File: config.mk
export PLATFORM = sky130hd
export DESIGN_NAME = ucs_cmd_regs
export DESIGN_NICKNAME = d
export VERILOG_FILES = /design/src/pkg/ucs_pkg.sv /design/src/core/ucs_cmd_regs.sv
export SDC_FILE = /design/constraint.sdc
export NUM_CORES = 1
export LEC_CHECK = 0
export BUFFER_PORTS_ARGS = -buffer_cell sky130_fd_sc_hd__buf_4
export CAP_MARGIN = 15
export CORE_UTILIZATION = 51
export CTS_BUF_LIST = sky130_fd_sc_hd__clkbuf_16
export DETAILED_ROUTE_END_ITERATION = 10
export GPL_ROUTABILITY_DRIVEN = 0
export PLACE_DENSITY = 0.81
export RECOVER_POWER = 50
export REMOVE_ABC_BUFFERS = 1
export SLEW_MARGIN = 40
export SYNTH_ARGS = -nofsm -noshare
export SYNTH_HDL_FRONTEND = slang
export SYNTH_SLANG_ARGS = --single-unit
File: constraint.sdc
create_clock -name clk -period 4.9 [get_ports clk]
set_clock_uncertainty 0.15 [all_clocks]
set_input_delay 0.735 -clock clk [delete_from_list [all_inputs] [get_ports clk]]
set_output_delay 0.735 -clock clk [all_outputs]
set_load 0.005 [all_outputs]
File: src/pkg/ucs_pkg.sv
// constants and carriers for the usb command and status register block
//
// Notes on behaviour
// - no-suspend-clock bit 1 low drops clock pin to 30 kHz in suspend; resets to 1
// - mode bit 2 low stops internal clocks during suspend; resets to 1
// - mode bit 3 high lets nak and error transactions raise interrupts
// - mode bit 4 enables d+ pull-up only while bus power is present
// - usb bus reset leaves all mode and divider settings untouched
// - default mode: mode bits 7-6 pick endpoint 2 iso mode; ignored enhanced
// - divide factor resets 0xB; clock is base over 2(factor+1); 0xF turns it off
// - divider byte bit 7 high: interrupt only on start-of-frame reception
// - enhanced mode commands 0xB0-0xBF set enable, type, max packet size
// - read-interrupt 0xF4 returns 1-2 bytes default, 1-4 enhanced
// - endpoint flags set on buffer event, clear on last-status read
// - bus reset flag sets on bus reset, clears after interrupt byte read
// - suspend change flag sets entering or leaving suspend, clears on read
// - enhanced bytes 3 and 4 carry endpoints 3 to 7, out before in
// - select endpoint 0x00-0x05 or 0x00-0x0F; read gives full and stalled
// - last status 0x40-0x4F: success, error, setup, toggle, unread bits
// - four-bit error codes encode the listed transaction results
// - endpoint status 0x80-0x8F: setup bit 2, buffer full bits 5 and 6
// - endpoint status bit 7 reports the endpoint stalled
package ucs_pkg;

  localparam int unsigned CLK_HZ          = 10_000_000;
  localparam int unsigned SUSPEND_CLK_HZ  = 30_000;
  localparam logic [7:0]  SUSP_HALF_CYCLES =
    8'((CLK_HZ + 2 * SUSPEND_CLK_HZ - 1) / (2 * SUSPEND_CLK_HZ) - 1);

  localparam logic [7:0] CMD_SET_MODE     = 8'h00_F3;
  localparam logic [7:0] CMD_READ_IRQ     = 8'h00_F4;
  localparam logic [3:0] GRP_SELECT       = 4'h0;
  localparam logic [3:0] GRP_LAST_STATUS  = 4'h4;
  localparam logic [3:0] GRP_EP_STATUS    = 4'h8;
  localparam logic [3:0] GRP_EP_CONFIG    = 4'hB;
  localparam logic [3:0] DEFAULT_EP_LIMIT = 4'h5;

  // first mode byte fields and reset value
  localparam int unsigned MB_NO_SUSP_CLK = 1;
  localparam int unsigned MB_CLK_RUN     = 2;
  localparam int unsigned MB_INT_MODE    = 3;
  localparam int unsigned MB_PULLUP      = 4;
  localparam int unsigned MB_EP2_LO      = 6;
  localparam logic [7:0]  MODE_RESET     = 8'h00_0E;

  // divider byte fields and reset value
  localparam int unsigned DB_SOF_ONLY    = 7;
  localparam logic [7:0]  DIV_RESET      = 8'h00_0B;
  localparam logic [3:0]  CDF_OFF        = 4'hF;

  // interrupt byte 1 event bits
  localparam int unsigned IB_BUS_RESET   = 6;
  localparam int unsigned IB_SUSPEND     = 7;

  typedef enum logic [3:0] {
    ERR_NONE       = 4'b0000,
    ERR_PID_ENC    = 4'b0001,
    ERR_PID_UNK    = 4'b0010,
    ERR_UNEXP_PKT  = 4'b0011,
    ERR_TOKEN_CRC  = 4'b0100,
    ERR_DATA_CRC   = 4'b0101,
    ERR_TIMEOUT    = 4'b0110,
    ERR_UNEXP_EOP  = 4'b1000,
    ERR_NAKED      = 4'b1001,
    ERR_STALL_SENT = 4'b1010,
    ERR_OVERFLOW   = 4'b1011,
    ERR_BIT_STUFF  = 4'b1101,
    ERR_DATA_PID   = 4'b1111
  } ucs_err_t;

  typedef enum logic [1:0] {
    WK_CMD   = 2'b00,
    WK_WDATA = 2'b01,
    WK_RDREQ = 2'b10
  } ucs_kind_t;

  typedef struct packed {
    ucs_kind_t  kind;
    logic [7:0] data;
  } ucs_word_t;

  // one finished usb transaction reported by the serial engine
  typedef struct packed {
    logic [3:0] ep;
    logic       success;
    ucs_err_t   err;
    logic       setup;
    logic       toggle;
  } ucs_xfer_t;

  localparam int unsigned WORD_W     = $bits(ucs_word_t);
  localparam int unsigned FIFO_DEPTH = 32;

endpackage : ucs_pkg

File: src/core/ucs_cmd_regs.sv
// command-addressed mode, endpoint and status registers with input fifo
`timescale 1ns/1ns

module ucs_fifo #(
  parameter int unsigned WIDTH = 10,
  parameter int unsigned DEPTH = 32
) (
  input  wire logic             clk,
  input  wire logic             rst_n,
  input  wire logic [WIDTH-1:0] inData,
  input  wire logic             inValid,
  output logic                  inReady,
  output logic      [WIDTH-1:0] outData,
  output logic                  outValid,
  input  wire logic             outReady
);
  localparam int unsigned AW = $clog2(DEPTH);

  logic [WIDTH-1:0] mem [DEPTH];
  logic [AW-1:0]    wrPtr;
  logic [AW-1:0]    rdPtr;
  logic [AW:0]      count;
  logic [AW:0]      next_count;
  logic             push;
  logic             pop;

  assign push     = inValid && inReady;
  assign pop      = outValid && outReady;
  assign outData  = mem[rdPtr];

  always_comb begin
    next_count = count;
    if (push && !pop) begin
      next_count = count + 1'b1;
    end else if (pop && !push) begin
      next_count = count - 1'b1;
    end
  end

  always_ff @(posedge clk) begin
    if (push) begin
      mem[wrPtr] <= inData;
    end
  end

  always_ff @(posedge clk) begin
    if (!rst_n) begin
      wrPtr    <= '0;
      rdPtr    <= '0;
      count    <= '0;
      inReady  <= 1'b0;
      outValid <= 1'b0;
    end else begin
      if (push) begin
        wrPtr <= wrPtr + 1'b1;
      end
      if (pop) begin
        rdPtr <= rdPtr + 1'b1;
      end
      count    <= next_count;
      inReady  <= next_count != (AW+1)'(DEPTH);
      outValid <= next_count != '0;
    end
  end
endmodule : ucs_fifo

// bank of sticky flags; an event in the cycle of its clear is kept, so a
// transaction that finishes while its status is being read still raises it
module ucs_flag_bank #(
  parameter int unsigned WIDTH = 1
) (
  input  wire logic             clk,
  input  wire logic             rst_n,
  input  wire logic [WIDTH-1:0] setBits,
  input  wire logic [WIDTH-1:0] clrBits,
  output logic      [WIDTH-1:0] flags
);
  always_ff @(posedge clk) begin
    if (!rst_n) begin
      flags <= '0;
    end else begin
      flags <= (flags & ~clrBits) | setBits;
    end
  end
endmodule : ucs_flag_bank

module ucs_cmd_regs
  import ucs_pkg::*;
(
  input  wire logic             clk,
  input  wire logic             rst_n,
  // processor command port
  input  ucs_word_t             cmdWord,
  input  wire logic             cmdValid,
  output logic                  cmdReady,
  output logic [7:0]            rdData,
  output logic                  rdValid,
  input  wire logic             rdReady,
  // serial engine side
  input  wire logic             enhancedMode,
  input  wire logic             busResetSeen,
  input  wire logic             sofSeen,
  input  wire logic             suspended,
  input  wire logic             vbusPresent,
  input  ucs_xfer_t             xfer,
  input  wire logic             xferDone,
  input  wire logic [15:0]      bufFull0,
  input  wire logic [15:0]      bufFull1,
  input  wire logic [15:0]      epStalled,
  input  wire logic [15:0]      epSetup,
  // device pins and configuration outputs
  output logic                  irqPin,
  output logic                  divided_clock_pin,
  output logic                  internalClockRun,
  output logic                  dplus_pullup_enable,
  output logic [1:0]            ep2IsoMode,
  output logic [7:0]            endpoint_setup_byte [16],
  output logic [3:0]            selectedEp
);

  ucs_word_t   popWord;
  logic        popValid;
  logic        popReady;
  logic        take;
  logic [7:0]  usb_mode_config_byte;
  logic [7:0]  clock_out_divider_byte;
  logic [7:0]  curCmd;
  logic [2:0]  byteIdx;
  logic [15:0] epFlag;
  logic [1:0]  evFlag;
  logic [7:0]  last_xfer_result [16];
  logic        suspPrev;
  logic        sofOnly;
  logic [3:0]  cdf;
  logic [7:0]  divCount;
  logic [7:0]  halfLimit;
  logic [3:0]  cmdEp;
  logic        epInRange;
  logic [7:0]  next_rdData;
  logic [15:0] clrEp;
  logic [1:0]  clrEv;
  logic [1:0]  setEv;
  logic        anyFlag;
  logic [15:0] setEp;
  logic        xferRaises;

  // reads wait in the fifo behind earlier writes so a reply never overtakes
  // the command it belongs to; an unclaimed reply stalls the fifo drain
  ucs_fifo #(
    .WIDTH (WORD_W),
    .DEPTH (FIFO_DEPTH)
  ) u_fifo (
    .clk      (clk),
    .rst_n    (rst_n),
    .inData   (cmdWord),
    .inValid  (cmdValid),
    .inReady  (cmdReady),
    .outData  (popWord),
    .outValid (popValid),
    .outReady (popReady)
  );

  assign popReady = !rdValid || rdReady;
  assign take     = popValid && popReady;
  assign cmdEp    = curCmd[3:0];
  assign epInRange = enhancedMode || (cmdEp <= DEFAULT_EP_LIMIT);
  assign sofOnly  = clock_out_divider_byte[DB_SOF_ONLY];
  assign cdf      = clock_out_divider_byte[3:0];

  // command and byte index tracking
  always_ff @(posedge clk) begin
    if (!rst_n) begin
      curCmd     <= 8'h00_00;
      byteIdx    <= 3'd0;
      selectedEp <= 4'h0;
    end else if (take) begin
      if (popWord.kind == WK_CMD) begin
        curCmd  <= popWord.data;
        byteIdx <= 3'd0;
        if (popWord.data[7:4] == GRP_SELECT &&
            (enhancedMode || popWord.data[3:0] <= DEFAULT_EP_LIMIT)) begin
          selectedEp <= popWord.data[3:0];
        end
      end else if (byteIdx != 3'd7) begin
        byteIdx <= byteIdx + 3'd1;
      end
    end
  end

  // mode bytes: only the device reset restores them, bus reset is ignored
  always_ff @(posedge clk) begin
    if (!rst_n) begin
      usb_mode_config_byte   <= MODE_RESET;
      clock_out_divider_byte <= DIV_RESET;
    end else if (take && popWord.kind == WK_WDATA &&
                 curCmd == CMD_SET_MODE) begin
      if (byteIdx == 3'd0) begin
        usb_mode_config_byte <= popWord.data;
      end else if (byteIdx == 3'd1) begin
        clock_out_divider_byte <= popWord.data;
      end
    end
  end

  // per-endpoint configuration, enhanced mode only
  always_ff @(posedge clk) begin
    if (!rst_n) begin
      for (int i = 0; i < 16; i++) begin
        endpoint_setup_byte[i] <= 8'h00_00;
      end
    end else if (take && popWord.kind == WK_WDATA && enhancedMode &&
                 curCmd[7:4] == GRP_EP_CONFIG && byteIdx == 3'd0) begin
      endpoint_setup_byte[cmdEp] <= {1'b0, popWord.data[6:0]};
    end
  end

  // read side effects: which flags a reply clears
  always_comb begin
    clrEp = 16'h0000;
    clrEv = 2'b00;
    if (take && popWord.kind == WK_RDREQ) begin
      if (curCmd[7:4] == GRP_LAST_STATUS && epInRange && byteIdx == 3'd0) begin
        clrEp[cmdEp] = 1'b1;
      end
      if (curCmd == CMD_READ_IRQ && byteIdx == 3'd0) begin
        clrEv = 2'b11;
      end
    end
  end

  // nak and error results stay silent unless interrupt mode allows them
  assign xferRaises = (xfer.success && xfer.err != ERR_NAKED) ||
                      usb_mode_config_byte[MB_INT_MODE];

  always_comb begin
    setEp = 16'h0000;
    if (xferDone && xferRaises) begin
      setEp[xfer.ep] = 1'b1;
    end
  end

  // previous suspend level idles low like the input, so reset makes no edge
  always_ff @(posedge clk) begin
    if (!rst_n) begin
      suspPrev <= 1'b0;
    end else begin
      suspPrev <= suspended;
    end
  end

  assign setEv = {suspended != suspPrev, busResetSeen};

  // set wins over a clear landing in the same cycle
  ucs_flag_bank #(
    .WIDTH (16)
  ) u_ep_flags (
    .clk     (clk),
    .rst_n   (rst_n),
    .setBits (setEp),
    .clrBits (clrEp),
    .flags   (epFlag)
  );

  ucs_flag_bank #(
    .WIDTH (2)
  ) u_ev_flags (
    .clk     (clk),
    .rst_n   (rst_n),
    .setBits (setEv),
    .clrBits (clrEv),
    .flags   (evFlag)
  );

  // last transaction status per endpoint
  always_ff @(posedge clk) begin
    if (!rst_n) begin
      for (int i = 0; i < 16; i++) begin
        last_xfer_result[i] <= 8'h00_00;
      end
    end else begin
      if (clrEp != 16'h0000) begin
        last_xfer_result[cmdEp][7] <= 1'b0;
      end
      if (xferDone) begin
        last_xfer_result[xfer.ep] <= {
          epFlag[xfer.ep] || last_xfer_result[xfer.ep][7],
          xfer.toggle, xfer.setup, xfer.err, xfer.success};
      end
    end
  end

  // reply byte for the current command and byte position
  always_comb begin
    next_rdData = 8'h00_00;
    if (curCmd == CMD_READ_IRQ) begin
      case (byteIdx)
        3'd0:    next_rdData = {evFlag[1], evFlag[0], epFlag[5:0]};
        3'd2:    next_rdData = enhancedMode ? epFlag[13:6] : 8'h00_00;
        3'd3:    next_rdData = enhancedMode ?
                               {6'b000000, epFlag[15:14]} : 8'h00_00;
        default: next_rdData = 8'h00_00;
      endcase
    end else if (epInRange && byteIdx == 3'd0) begin
      case (curCmd[7:4])
        GRP_SELECT:      next_rdData = {6'b000000, epStalled[cmdEp],
                                        bufFull0[cmdEp] | bufFull1[cmdEp]};
        GRP_LAST_STATUS: next_rdData = last_xfer_result[cmdEp];
        GRP_EP_STATUS:   next_rdData = {epStalled[cmdEp], bufFull1[cmdEp],
                                        bufFull0[cmdEp], 2'b00,
                                        epSetup[cmdEp], 2'b00};
        default:         next_rdData = 8'h00_00;
      endcase
    end
  end

  always_ff @(posedge clk) begin
    if (!rst_n) begin
      rdValid <= 1'b0;
      rdData  <= 8'h00_00;
    end else if (take && popWord.kind == WK_RDREQ) begin
      rdValid <= 1'b1;
      rdData  <= next_rdData;
    end else if (rdReady) begin
      rdValid <= 1'b0;
    end
  end

  assign anyFlag = (epFlag != 16'h0000) || (evFlag != 2'b00);

  // interrupt pin: sof pulses only, or any pending flag
  always_ff @(posedge clk) begin
    if (!rst_n) begin
      irqPin <= 1'b0;
    end else if (sofOnly) begin
      irqPin <= sofSeen;
    end else begin
      irqPin <= anyFlag;
    end
  end

  // clock pin is a scaled model: base is the 10 MHz clock, not 48 MHz
  assign halfLimit = (suspended && !usb_mode_config_byte[MB_NO_SUSP_CLK]) ?
                     SUSP_HALF_CYCLES : {4'h0, cdf};

  always_ff @(posedge clk) begin
    if (!rst_n) begin
      divCount          <= 8'h00_00;
      divided_clock_pin <= 1'b0;
    end else if (cdf == CDF_OFF) begin
      divCount          <= 8'h00_00;
      divided_clock_pin <= 1'b0;
    end else if (divCount >= halfLimit) begin
      divCount          <= 8'h00_00;
      divided_clock_pin <= !divided_clock_pin;
    end else begin
      divCount <= divCount + 8'h00_01;
    end
  end

  always_ff @(posedge clk) begin
    if (!rst_n) begin
      internalClockRun    <= 1'b1;
      dplus_pullup_enable <= 1'b0;
      ep2IsoMode          <= 2'b00;
    end else begin
      internalClockRun    <= !suspended ||
                             usb_mode_config_byte[MB_CLK_RUN];
      dplus_pullup_enable <= usb_mode_config_byte[MB_PULLUP] &&
                             vbusPresent;
      ep2IsoMode          <= enhancedMode ? 2'b00 :
                             usb_mode_config_byte[MB_EP2_LO +: 2];
    end
  end

endmodule : ucs_cmd_regs

==> impl_results.md <==
- Floorplan Core Area: 53100 sq um
- I/O Pins: roughly 240
- Switching share of power: 28.1%
- First-pass GRT wire length: 107 mm
- Most frequent cells in the layout: edfxtp_1, nand2_1, dfxtp_1
- CP endpoint kind: flip-flop
- Unique masters post-synth: 66
- DR vias: roughly 18000
- Critical path data arrival time: roughly 4.2 ns
- ANT nets after route: 0
- Area growth syn-to-layout: 15.5%
- Status: finished, violations left
- RSZ-0062 raised after global routing: false
- Setup bufs post-CTS: 0
- Cell row count: 84
- Hold-fix buffers at CTS: 0
- EDFF count, synth: 448
- Multi-input logic area: 9440 sq um
- Area contributors post-synth: edfxtp_1, dfxtp_1, mux4_2
- Pin count of the biggest net entering global routing: approximately 120
- Period Utilization, post-route: a little over four fifths
- Gr usage total: 25.4%
- Vias per cell: 6.22
- Leakage: 12.3 nW
- Sequential cell area: 17600 sq um
- P per Cell Area: around 450 nW/um^2
- Top_reg_cell synth: edfxtp_1
- Port-buffer cells: between 200 and 250
- Root Driver: clkbuf_16
- Htree depth: 3
- Clk pwr share: roughly 36%
- Worst path top cell family by delay: simple AND/OR/NAND/NOR gates
- Synthesized area: 27600 sq um
- Fin. Hold Viols: 0
- GR peak layer: met2
- Die W: 235 um
- Routing usage on met1: approximately 32%
- Commonest non-fill, non-tap cell in the layout: edfxtp_1
- Crit path required time: 5.02 ns
- Buffer depth of the longest clock path: 3
- Async S/R FF share, synth: 0%
- Combinational share of power: 20.0%
- Wire per inst: ~25 um
- Initial antenna violation count: 2
- Post-Layout Cell Count: 2849
- Worst-Skew Late Latency: 0.60 ns
- Starting density of the core: 52.1%
- Max Cap Viol: 6
- CP Depth: 7
- Relative slew slack: -51.6%
- Cells on worst reg2reg path: 7
- Drt drc: 0
- DP Cell Count: between 2000 and 3000
- Slew of the pin with the lowest slew margin: 2.27 ns
- Fillcell total: 3838
- Die Y: 235 um
- HPWL after DPL: 45.6 mm
- Die area: 55100 sq um
- Failing checks: capacitance limit, slew limit
- Post-layout net count: 2224
- CTS tree: yes
- Fin. max-slew vios: 246
- Flop pwr share: between 40 and 50%
- Drt pass-1 iters: 5
- NetSw: around 4.0 mW
- WS Path Type: flip-flop to flip-flop
- M3 GR Usage: 5.09%
- Top-area cell type share of the netlist area: between 40 and 50%
- Area leader, netlist: edfxtp_1
- Maximum VDD drop: 0.272 mV
- Register bit count reported by yosys: 655
- Avg Cell Area, Syn: 14.4 sq um
- CP Buf/Inv Count: 1
- Antenna diode count: 0
- Fmax: 0.243 GHz
- Worst Hold Depth: 2
- Total negative setup slack: 0 ns
- GRT overflow: 0
- Post-CTS resize count: 0
- Worst-path clk slew: 0.06 ns
- Pint: between 10 and 15 mW
- Hold Path Class: input port to flip-flop
- Met2 usage: 43.0%
- Final WL: 70.6 mm
- Final setup viols: 0
- Slowest cell on the critical path: dfxtp_1
- Synth warnings: 0
- DRT iter0 DRCs: about 2100
- Setup crit start kind: flip-flop
- Critical path, cell by cell: clkinv_1, nor2_1, nand3_1, and4_1, nand3b_1, or3_1, o21bai_1
- CTS Buf Count: 66
- Vias in the first global route: 17597
- Crit-path max cell delay: 0.78 ns
- Synth Instances: 1924
- Critical path fanouts, max: 13
- Min Tclk post-route: a little over 4 ns
- Post-synthesis sequential area ratio: 63.6%
- Proportion of layout cells with a drive suffix above 1: 23.4%
- Clock Sink Count: roughly 660
==> sequential cells by signal (all words and copies together), names as in the netlist, 5 cells and up, named ones only <==
name                    flops
divCount                    8
last_xfer_result          128
curCmd                      8
u_fifo.mem                320
u_fifo.rdPtr                5
u_ep_flags.flags           16
clock_out_divider_byte      5
usb_mode_config_byte        6
u_fifo.wrPtr                5
endpoint_setup_byte       112
rdData                      8
u_fifo.count                6
==> worst reg2reg max path, stage by stage, from the launching register on <==
cell      delay [ns]
dfxtp_1         0.78
clkinv_1        0.56
nor2_1          0.49
nand3_1         0.11
and4_1          0.29
nand3b_1        0.46
or3_1           0.67
o21bai_1        0.27
==> power by group through the flow <==
stage / logic [mW] / clock network (mW) / registers [mW]
floorplan: 1.73 / 0 / 6.59
global placement: 2.75 / 0 / 6.49
detailed placement: 2.84 / 0 / 6.51
CTS: 2.86 / 5.13 / 6.39
global route: 3.03 / 5.33 / 6.43
finish: 2.87 / 5.10 / 6.40
==> kinds of logic (layout without fill, tap and decap cells) <==
group                    Yosys count  in the layout  synth area share (%)
flip-flops                       655            655                  63.6
AND/OR/NAND/NOR                  614            614                  11.2
AO/OA/AOI/OAI                    246            246                  7.16
multiplexers                     197            197                  13.6
buffers and inverters            171            393                  2.82
adder cells (fa/ha/maj)           20             20                 0.905
XOR/XNOR                          20             20                 0.634
other                              1             16                0.0136
==> per-stage QoR <==
stage,cell area (sq um),hold slack [ns],power [mW],util [%],worst slack (ns)
after floorplan,27000,0.261,8.32,-,-2.04
after global placement,29800,0.293,9.24,56.2,1.23
after detailed placement,29900,0.306,9.35,56.4,0.987
after CTS,32100,0.219,14.4,60.5,0.845
after global routing,31900,0.221,14.8,60.2,0.658
final,31900,0.240,14.4,60.2,0.790
==> synthesized netlist by cell type (13+ instances only) <==
cell type	n
o211a_1	93
and3_1	70
nor2_1	104
clkbuf_1	96
dfxtp_1	207
mux2i_1	53
nor3_1	15
edfxtp_1	448
o21bai_1	14
ha_1	20
buf_4	18
mux4_2	142
o21ai_0	30
nand3_1	44
a22oi_1	22
a21oi_1	26
nand2_1	206
and2_1	70
inv_1	14
xnor2_1	13
buf_2	21
nor2b_1	38
buf_1	15
==> per-layer routing <==
| layer | up-vias | part of all wire (%) |
|---|---|---|
| met4 | 4 | 3.2 |
| li1 | 7654 | - |
| met1 | 8855 | 38 |
| met5 | - | 0.033 |
| met2 | 1034 | 50 |
| met3 | 163 | 8.7 |
==> layout make-up <==
class	count	share of cell area (%)
Sequential cell	655	55.1
Multi-Input combinational cell	1113	29.6
Timing Repair Buffer	257	5.55
Clock buffer	70	5.49
Tap cell	688	2.70
Clock inverter	50	1.38
Inverter	16	0.188
==> worst paths after layout <==
path                                   from                       to  slack (ns)
worst max register to register    flip-flop  last_xfer_result[14][7]        0.79
worst max-delay path              flip-flop  last_xfer_result[14][7]        0.79
worst min register to register  divCount[0]              divCount[0]        0.31
worst min-delay path            vbusPresent      dplus_pullup_enable        0.24
Note: power is estimated with default switching activity, not from simulation.
